## src/hw/code_format_pkg.sv

```systemverilog
// Contract
// - Output coding is chosen by top-bit and lower-bits flip selects together.
// - Both low gives offset binary; top-bit alone gives two's complement.
// - Both high gives inverted offset binary, zeros at top, ones at bottom.
// - Lower-bits alone gives inverted two's complement.
// - Over-range flag rises only above top reference sense level.
// - Over-range leaves data bits at the full-scale code of the coding.
// - Each sample strobe rising edge starts one conversion and its result.
package code_format_pkg;
   localparam int RESULT_WIDTH = 10;
   localparam logic [RESULT_WIDTH-1:0] FULL_SCALE_CODE = 10'h3FF;
   localparam logic [RESULT_WIDTH-1:0] ZERO_CODE       = 10'h000;
   localparam logic [RESULT_WIDTH-1:0] LOWER_MASK      = 10'h1FF;
   localparam logic [RESULT_WIDTH-1:0] TOP_BIT_MASK    = 10'h200;
   localparam int MSB_POS = RESULT_WIDTH - 1;
   localparam int SYNC_STAGES = 2;
endpackage : code_format_pkg

```

## src/hw/code_transform.sv

```systemverilog
`timescale 1ns/1ps
`default_nettype none
module code_transform
   import code_format_pkg::*;
(
   // Offset-binary input
   input  wire logic [RESULT_WIDTH-1:0] offset_code,
   // Coding selects
   input  wire logic                    top_bit_flip_select,
   input  wire logic                    lower_bits_flip_select,
   // Coded output
   output logic      [RESULT_WIDTH-1:0] coded
);
   always_comb begin
      coded = offset_code;
      if (top_bit_flip_select) begin
         coded[MSB_POS] = ~offset_code[MSB_POS];
      end
      if (lower_bits_flip_select) begin
         coded = coded ^ LOWER_MASK;
      end
   end
endmodule : code_transform
`default_nettype wire

```

## src/hw/adc_output_code_formatter.sv

```systemverilog
`timescale 1ns/1ps
`default_nettype none
module adc_output_code_formatter
   import code_format_pkg::*;
(
   // Clock, reset and enable
   input  wire logic                    clock,
   input  wire logic                    rst_b,
   input  wire logic                    clk_en,
   // Sample strobe and comparator result
   input  wire logic                    sample_strobe,
   input  wire logic [RESULT_WIDTH-1:0] comparator_code,
   input  wire logic                    above_top_reference_sense,
   // Coding straps
   input  wire logic                    top_bit_flip_select,
   input  wire logic                    lower_bits_flip_select,
   // Result
   output logic      [RESULT_WIDTH-1:0] conversion_result,
   output logic                         over_range,
   output logic                         result_valid
);
   // Every outside input but clk_en and rst_b goes through two flops; data and strobe share the delay.
   logic [SYNC_STAGES-1:0] strobe_sync_q;
   logic [SYNC_STAGES-1:0] over_sync_q;
   logic [SYNC_STAGES-1:0] top_sel_sync_q;
   logic [SYNC_STAGES-1:0] low_sel_sync_q;
   logic [RESULT_WIDTH-1:0] code_meta_q;
   logic [RESULT_WIDTH-1:0] code_sync_q;
   logic                    strobe_prev_q;
   logic                    strobe_rise;
   logic [RESULT_WIDTH-1:0] offset_code;
   logic [RESULT_WIDTH-1:0] coded;

   // The strobe and the over-range sense share one pipe depth, so the flag
   // lines up with the strobe edge that reports it.
   always_ff @(posedge clock or negedge rst_b) begin
      if (!rst_b) begin
         strobe_sync_q <= '0;
         over_sync_q   <= '0;
      end else if (clk_en) begin
         strobe_sync_q <= {strobe_sync_q[0], sample_strobe};
         over_sync_q   <= {over_sync_q[0], above_top_reference_sense};
      end
   end

   // Straps are meant to be static; a board that moves them anyway only
   // changes the coding of later results, never a result already taken.
   always_ff @(posedge clock or negedge rst_b) begin
      if (!rst_b) begin
         top_sel_sync_q <= '0;
         low_sel_sync_q <= '0;
      end else if (clk_en) begin
         top_sel_sync_q <= {top_sel_sync_q[0], top_bit_flip_select};
         low_sel_sync_q <= {low_sel_sync_q[0], lower_bits_flip_select};
      end
   end

   // The word has no handshake of its own: it must sit still for two clocks
   // before the strobe, so it leaves this pipe together with the strobe edge.
   always_ff @(posedge clock or negedge rst_b) begin
      if (!rst_b) begin
         code_meta_q <= ZERO_CODE;
         code_sync_q <= ZERO_CODE;
      end else if (clk_en) begin
         code_meta_q <= comparator_code;
         code_sync_q <= code_meta_q;
      end
   end

   always_ff @(posedge clock or negedge rst_b) begin
      if (!rst_b) begin
         strobe_prev_q <= 1'b0;
      end else if (clk_en) begin
         strobe_prev_q <= strobe_sync_q[1];
      end
   end

   assign strobe_rise = strobe_sync_q[1] & ~strobe_prev_q;

   // Over range forces the full-scale offset code; data is otherwise untouched.
   assign offset_code = over_sync_q[1] ? FULL_SCALE_CODE : code_sync_q;

   code_transform code_transform_inst (
      .offset_code            (offset_code),
      .top_bit_flip_select    (top_sel_sync_q[1]),
      .lower_bits_flip_select (low_sel_sync_q[1]),
      .coded                  (coded)
   );

   always_ff @(posedge clock or negedge rst_b) begin
      if (!rst_b) begin
         conversion_result <= ZERO_CODE;
      end else if (clk_en && strobe_rise) begin
         conversion_result <= coded;
      end
   end

   // The flag has its own register, so it can never feed back into the data bits.
   always_ff @(posedge clock or negedge rst_b) begin
      if (!rst_b) begin
         over_range <= 1'b0;
      end else if (clk_en && strobe_rise) begin
         over_range <= over_sync_q[1];
      end
   end

   always_ff @(posedge clock or negedge rst_b) begin
      if (!rst_b) begin
         result_valid <= 1'b0;
      end else if (clk_en) begin
         result_valid <= strobe_rise;
      end
   end

   a_offset_binary: assert property (@(posedge clock) disable iff (!rst_b)
      (clk_en && strobe_rise && !top_sel_sync_q[1] && !low_sel_sync_q[1])
      |=> conversion_result == $past(offset_code))
      else $error("offset binary coding wrong");

   a_twos_comp: assert property (@(posedge clock) disable iff (!rst_b)
      (clk_en && strobe_rise && top_sel_sync_q[1] && !low_sel_sync_q[1] && over_sync_q[1])
      |=> conversion_result == (FULL_SCALE_CODE ^ TOP_BIT_MASK))
      else $error("two's complement full scale wrong");

   a_inv_binary: assert property (@(posedge clock) disable iff (!rst_b)
      (clk_en && strobe_rise && top_sel_sync_q[1] && low_sel_sync_q[1])
      |=> conversion_result == ~$past(offset_code))
      else $error("inverted binary coding wrong");

   a_inv_twos: assert property (@(posedge clock) disable iff (!rst_b)
      (clk_en && strobe_rise && !top_sel_sync_q[1] && low_sel_sync_q[1] && over_sync_q[1])
      |=> conversion_result == (FULL_SCALE_CODE ^ LOWER_MASK))
      else $error("inverted two's complement full scale wrong");

   a_flag_cause: assert property (@(posedge clock) disable iff (!rst_b)
      (clk_en && strobe_rise) |=> over_range == $past(over_sync_q[1]))
      else $error("over range flag mismatch");

   a_flag_data: assert property (@(posedge clock) disable iff (!rst_b)
      (clk_en && strobe_rise && over_sync_q[1] && !top_sel_sync_q[1] && !low_sel_sync_q[1])
      |=> conversion_result == FULL_SCALE_CODE)
      else $error("over range data not full scale");

   a_hold_between: assert property (@(posedge clock) disable iff (!rst_b)
      !(clk_en && strobe_rise) |=> $stable(conversion_result) && $stable(over_range))
      else $error("result changed without strobe");

   a_valid_pulse: assert property (@(posedge clock) disable iff (!rst_b)
      (clk_en && strobe_rise) |=> result_valid)
      else $error("valid pulse wrong");

   a_valid_single: assert property (@(posedge clock) disable iff (!rst_b)
      (clk_en && result_valid) |=> !result_valid)
      else $error("valid pulse longer than one enabled cycle");

   a_msb_flip: assert property (@(posedge clock) disable iff (!rst_b)
      (clk_en && strobe_rise)
      |=> conversion_result[MSB_POS] == ($past(offset_code[MSB_POS]) ^ $past(top_sel_sync_q[1])))
      else $error("top bit flip wrong");

   a_twos_general: assert property (@(posedge clock) disable iff (!rst_b)
      (clk_en && strobe_rise && top_sel_sync_q[1] && !low_sel_sync_q[1])
      |=> conversion_result == ($past(offset_code) ^ TOP_BIT_MASK))
      else $error("two's complement coding wrong");

   a_inv_twos_general: assert property (@(posedge clock) disable iff (!rst_b)
      (clk_en && strobe_rise && !top_sel_sync_q[1] && low_sel_sync_q[1])
      |=> conversion_result == ($past(offset_code) ^ LOWER_MASK))
      else $error("inverted two's complement coding wrong");

   a_inv_binary_top: assert property (@(posedge clock) disable iff (!rst_b)
      (clk_en && strobe_rise && top_sel_sync_q[1] && low_sel_sync_q[1] && over_sync_q[1])
      |=> conversion_result == ZERO_CODE)
      else $error("inverted binary full scale wrong");

   a_lsb_flip: assert property (@(posedge clock) disable iff (!rst_b)
      (clk_en && strobe_rise)
      |=> conversion_result[MSB_POS-1:0] == ($past(offset_code[MSB_POS-1:0])
          ^ ($past(low_sel_sync_q[1]) ? LOWER_MASK[MSB_POS-1:0] : ZERO_CODE[MSB_POS-1:0])))
      else $error("lower bits flip wrong");

   a_flag_in_range: assert property (@(posedge clock) disable iff (!rst_b)
      (clk_en && strobe_rise && !over_sync_q[1]) |=> !over_range)
      else $error("over range flag raised in range");

   a_flag_raised: assert property (@(posedge clock) disable iff (!rst_b)
      (clk_en && strobe_rise && over_sync_q[1]) |=> over_range)
      else $error("over range flag not raised");

   a_flag_source: assert property (@(posedge clock) disable iff (!rst_b)
      $rose(over_range) |-> $past(clk_en && strobe_rise && over_sync_q[1]))
      else $error("over range flag rose without cause");

   a_data_source: assert property (@(posedge clock) disable iff (!rst_b)
      $changed(conversion_result) |-> $past(clk_en && strobe_rise))
      else $error("result moved without a strobe edge");

   a_valid_quiet: assert property (@(posedge clock) disable iff (!rst_b)
      (clk_en && !strobe_rise) |=> !result_valid)
      else $error("valid raised without a strobe edge");

   a_freeze_outputs: assert property (@(posedge clock) disable iff (!rst_b)
      !clk_en |=> $stable(conversion_result) && $stable(over_range) && $stable(result_valid))
      else $error("outputs moved while disabled");

   a_freeze_sync: assert property (@(posedge clock) disable iff (!rst_b)
      !clk_en |=> $stable(strobe_sync_q) && $stable(strobe_prev_q) && $stable(code_sync_q))
      else $error("input pipe moved while disabled");

   a_rise_single: assert property (@(posedge clock) disable iff (!rst_b)
      (clk_en && strobe_rise) |=> !strobe_rise)
      else $error("strobe edge seen twice");
endmodule : adc_output_code_formatter
`default_nettype wire

```

## config.mk

```make
export PLATFORM = sky130hd
export DESIGN_NAME = adc_output_code_formatter
export DESIGN_NICKNAME = d
export VERILOG_FILES = /design/src/hw/code_format_pkg.sv /design/src/hw/code_transform.sv /design/src/hw/adc_output_code_formatter.sv
export SDC_FILE = /design/constraint.sdc
export NUM_CORES = 1
export LEC_CHECK = 0
export CAP_MARGIN = 20
export CELL_PAD_IN_SITES_DETAIL_PLACEMENT = 1
export CELL_PAD_IN_SITES_GLOBAL_PLACEMENT = 1
export CORE_MARGIN = 1
export CORE_UTILIZATION = 44
export DETAILED_ROUTE_END_ITERATION = 10
export DONT_BUFFER_PORTS = 1
export PLACE_DENSITY_LB_ADDON = 0.1
export SYNTH_ARGS = -nofsm -noshare
export SYNTH_HDL_FRONTEND = slang
export SYNTH_SLANG_ARGS = --single-unit
```

## constraint.sdc

```tcl
create_clock -name clock -period 1 [get_ports clock]
set_input_delay 0.15 -clock clock [delete_from_list [all_inputs] [get_ports clock]]
set_output_delay 0.15 -clock clock [all_outputs]
set_load 0.05 [all_outputs]
```

* Word level (Yosys, flattened, before mapping) *
Cells that the tools add are included.

storage, ports and cells
  logic and storage cells = 18
  flip-flop bits (word level) = 41
  output and inout port bits = 12
  input port bits = 17

operators by class
  multiplexer cells = 3
  bitwise operators = 4
  reductions and logical operators = 1

operator list
  operator           number
  2-to-1 mux 10 bit  1
  2-to-1 mux 9 bit   1
  NOT 9 bit          1
  NOT 1 bit          2
  bitwise AND 1 bit  1
  logical AND 1 bit  1
  2-to-1 mux 1 bit   1

* Logic depth before layout (Yosys ltp) *
  word-level depth = 3
  gate-level depth with buffers = 4
  mapped depth without buffers = 3

* Cells and area by module *
Synthesis repeated with hierarchy kept, for this count alone.

second synthesis, totals
  cell total of the unflattened synthesis = 110
  area total of the unflattened synthesis = 1714.1 µm²

by module, submodules not included
  module                     area each (µm²)  cells each  seq. area each (µm²)  instances
  adc_output_code_formatter  1615.3           99          1026.0                1
  code_transform             98.8             11          0.0                   1

* Least setup slack after synthesis *
No wires, ideal clock.

  path type = reg2reg
  from = register over_range (netlist name)
  to = register over_range
  data required time = 872 ps
  path slack = -20 ps
  path buffers = 0
  arrival time = 892 ps
  stages on the path, launching flop included = 2
  clock period less this slack = 1020 ps
  library setup time = 128 ps
  cell sequence = dfrtp_1 mux2_1

RTL lines
  what                  line                              RTL
  end signal, assigned  adc_output_code_formatter.sv:103  over_range <= over_sync_q[1];
  end, declared         adc_output_code_formatter.sv:19   output logic over_range,

* Worst setup path after layout *
  from = register strobe_prev_q
  to = register conversion_result[4]

on the way
  word-level cells in the longest chain between the ends = 3

RTL lines
  what                    line                             RTL
  start, declared         adc_output_code_formatter.sv:29  logic strobe_prev_q;
  start signal, assigned  adc_output_code_formatter.sv:74  strobe_prev_q <= strobe_sync_q[1];
  NOT 1 bit               adc_output_code_formatter.sv:78  assign strobe_rise = strobe_sync_q[1] & ~strobe_prev_q;
  bitwise AND 1 bit       adc_output_code_formatter.sv:78
  logical AND 1 bit       adc_output_code_formatter.sv:93  end else if (clk_en && strobe_rise) begin
  end signal, assigned    adc_output_code_formatter.sv:94  conversion_result <= coded;
  end, declared           adc_output_code_formatter.sv:18  output logic [RESULT_WIDTH-1:0] conversion_result,

Every way passes these cells.
A chain may end at the register's enable or synchronous reset.

==> metrics.txt <==
Core Region=3440 sq um; Top delay family on crit path=flip-flops; final critical-path required period=1050 ps; antenna-violating nets left=0; Slew HR=82.3%; mapped cell area=roughly 1600 sq um; DRT iter0 DRCs=42; Worst setup startpoint=strobe_prev_q; internal power=roughly 4.0 mW; ratio of cells with drive above 1 in the final layout=between 30 and 40%; R2R Path Start=strobe_prev_q; most area-hungry cell type in the Yosys netlist=dfrtp_1; Flop pwr share=about two fifths; via count=1,016; Yosys reg bits=between 40 and 50; nature of the critical path startpoint=register; worst-margin pin slew=265 ps; fin crit share=105%; Worst EP required=around 1200 ps; Detailed Place HPWL=1.94 mm; sequential area share after synthesis=a little over three fifths; number of antenna diodes=0; drt drc=0; PwrDens=2810 nW/um^2; vias in the first global route=approximately 1,100; CP Class=reg -> reg; I/O pin count=29; Crit path buffers/inverters=1; R2R cell count=4; synth top area cells=dfrtp_1 63%, mux2_2 20%, xor2_1 5.4%; Die Ht=63.0 um; area of the die=about 4000 sq um; P_leak=~0.97 nW; Worst Slack Setup Final=-46.4 ps; Detailed Routing Iterations Pass 1=4; Setup violations, final=22; Slowest cell on crit path=dfrtp_1; Crit Path Max Fanout=21; row cnt=21; RSZ-0062 raised after global routing=yes; post-synth top area share=62.7%; worst skew pair latency=between 200 and 300 ps; global-route wire length before repair=about 5.6 mm; clk buf depth=2; CP arrival=approximately 1200 ps; Yosys Warn Count=0; Final Max Slew Viols=0; Gate Count Post-Synth=121; failing checks=hold timing, setup timing; Synth Net Count=between 100 and 150; RD Place Congestion=0.719; combinational share of power=between 30% and 40%; Critical path destination=conversion_result[4]; clock slew at reported path FFs=80 ps; WHS=-458 ps; fmax=956 MHz; Clock Skew=between 8 and 9 ps; GRT Overall Usage=19.4%; Design Area, Final=2170 sq um; final WL=3.33 mm; CTS tree=done; H-tree depth=2; Final TNS setup=-523 ps; sw power=2.11 mW; Distinct cells, synth=12; R2R Path End=conversion_result[4]; Via density=5.08; Syn-to-layout area delta=32.5%; Worst path depth=4; Avg Synthesized Cell Area=13.5 sq um; drt wl/cell=16.6 um; initial antenna violation count=0; CTS buffer count=5; Finished Core Util=a little over three fifths; flop-to-flop setup slack=-50 ps; Critical Path End Type=register; TritonCTS sink count=41; part of the power in the clock network=a little over a fifth; # nets final=170; Chip Width=63.0 um; post-place instance area=roughly 1900 sq um; IO Port Bufs=0; Initial Util=a little under half; largest net degree at the start of global routing=42; VDD IR-drop max=1.19 mV; final number of hold-violating endpoints=41; run status=finished with violations; dpl ws=-108 ps; slowest stage delay, CP=approximately 380 ps; Root Buffer=clkbuf_8; Sw Share=34.7%; gr ovfl total=0; worst min-delay path category=in -> async; Max Cap Viol=0; CP cell instances=nand3b_1 > buf_6 > nand2_1 > o21ai_1
## synthesized netlist by cell type
library cell	number
o21ai_0	2
inv_1	1
xor2_1	10
mux2_1	1
nor2_1	10
mux2_2	29
buf_4	3
dfrtp_1	41
nand3b_1	1
buf_2	4
o21ai_1	9
nand2_1	10
## metal layers
layer  GRT usage (%)  part of all wire (%)  vias to the layer above
li1                -                     -                      468
met1            21.4                    40                      516
met2            33.9                    54                       25
met3            7.12                   4.4                        7
met4            6.98                   1.5                        0
met5               0                     0                        -
## placed cells by master, fill, tap and decap left out
cell type      count
buf_12             9
buf_4              7
buf_6              4
bufinv_16          1
clkbuf_1           1
clkbuf_8           5
clkinv_4           1
dfrtp_1           38
dfrtp_2            3
dlygate4sd3_1     12
inv_1              1
mux2_1             1
mux2_2            29
nand2_1           10
nand3b_1           1
nor2_1            10
o21ai_0            1
o21ai_1            9
o21ai_2            1
xor2_1            10
## metrics by stage
step / total power, mW / instances
finish: 6.10 / 200
CTS: 6.05 / 196
global route: 6.37 / 200
detailed placement: 4.52 / 173
floorplan: 3.48 / 121
global placement: 4.42 / 173
## flip-flops by register name, indices dropped and copies added (netlist names), 2 cells and up
name / flops
code_meta_q: 10
low_sel_sync_q: 2
code_sync_q: 10
top_sel_sync_q: 2
conversion_result: 10
over_sync_q: 2
strobe_sync_q: 2
## worst min path at each step
stage / cells after the start / end / from / slack, ps
after detailed placement: 0 / code_sync_q[4] / rst_b / -140
after global routing: 0 / low_sel_sync_q[1] / rst_b / -480
after floorplan: 0 / code_meta_q[0] / rst_b / -150
after global placement: 0 / code_sync_q[4] / rst_b / -140
after CTS: 0 / low_sel_sync_q[1] / rst_b / -470
final: 0 / low_sel_sync_q[1] / rst_b / -460
## cell type report
class	count	area, sq um
clock buffers	6	72.6
multi-input cells	72	567
fillers	335	1270
repair buffers	32	398
clock inverters	2	38.8
well taps	46	57.6
inverters	1	3.75
flip-flops and latches	41	1030
## power by group through the flow
stage               clock [mW]  combinational (mW)  sequential [mW]
floorplan                    0               0.496             2.99
global placement             0                2.03             2.39
detailed placement           0                2.10             2.42
CTS                       1.34                2.31             2.40
finish                    1.31                2.39             2.40
global route              1.42                2.50             2.45
## what timing repair did
item | CTS | global route
hold buffers | 11 | 1
buffers inserted | 4 | 3
pin swaps | 0 | 1
hold endpoints to repair | 52 | 55
setup endpoints to repair | 25 | 24
gates resized for setup | 8 | 0
## cells by family after synthesis
family                    Yosys count  share of synthesized area [%]
AOI/OAI and AO/OA                  11                           3.37
xor gates and xnor gates           10                           5.36
buffers and inverters               8                           2.83
DFF                                41                           62.7
muxes                              30                           20.7
and+or+nand+nor                    21                           5.05
No activity file was read; power rests on OpenSTA's default activity.
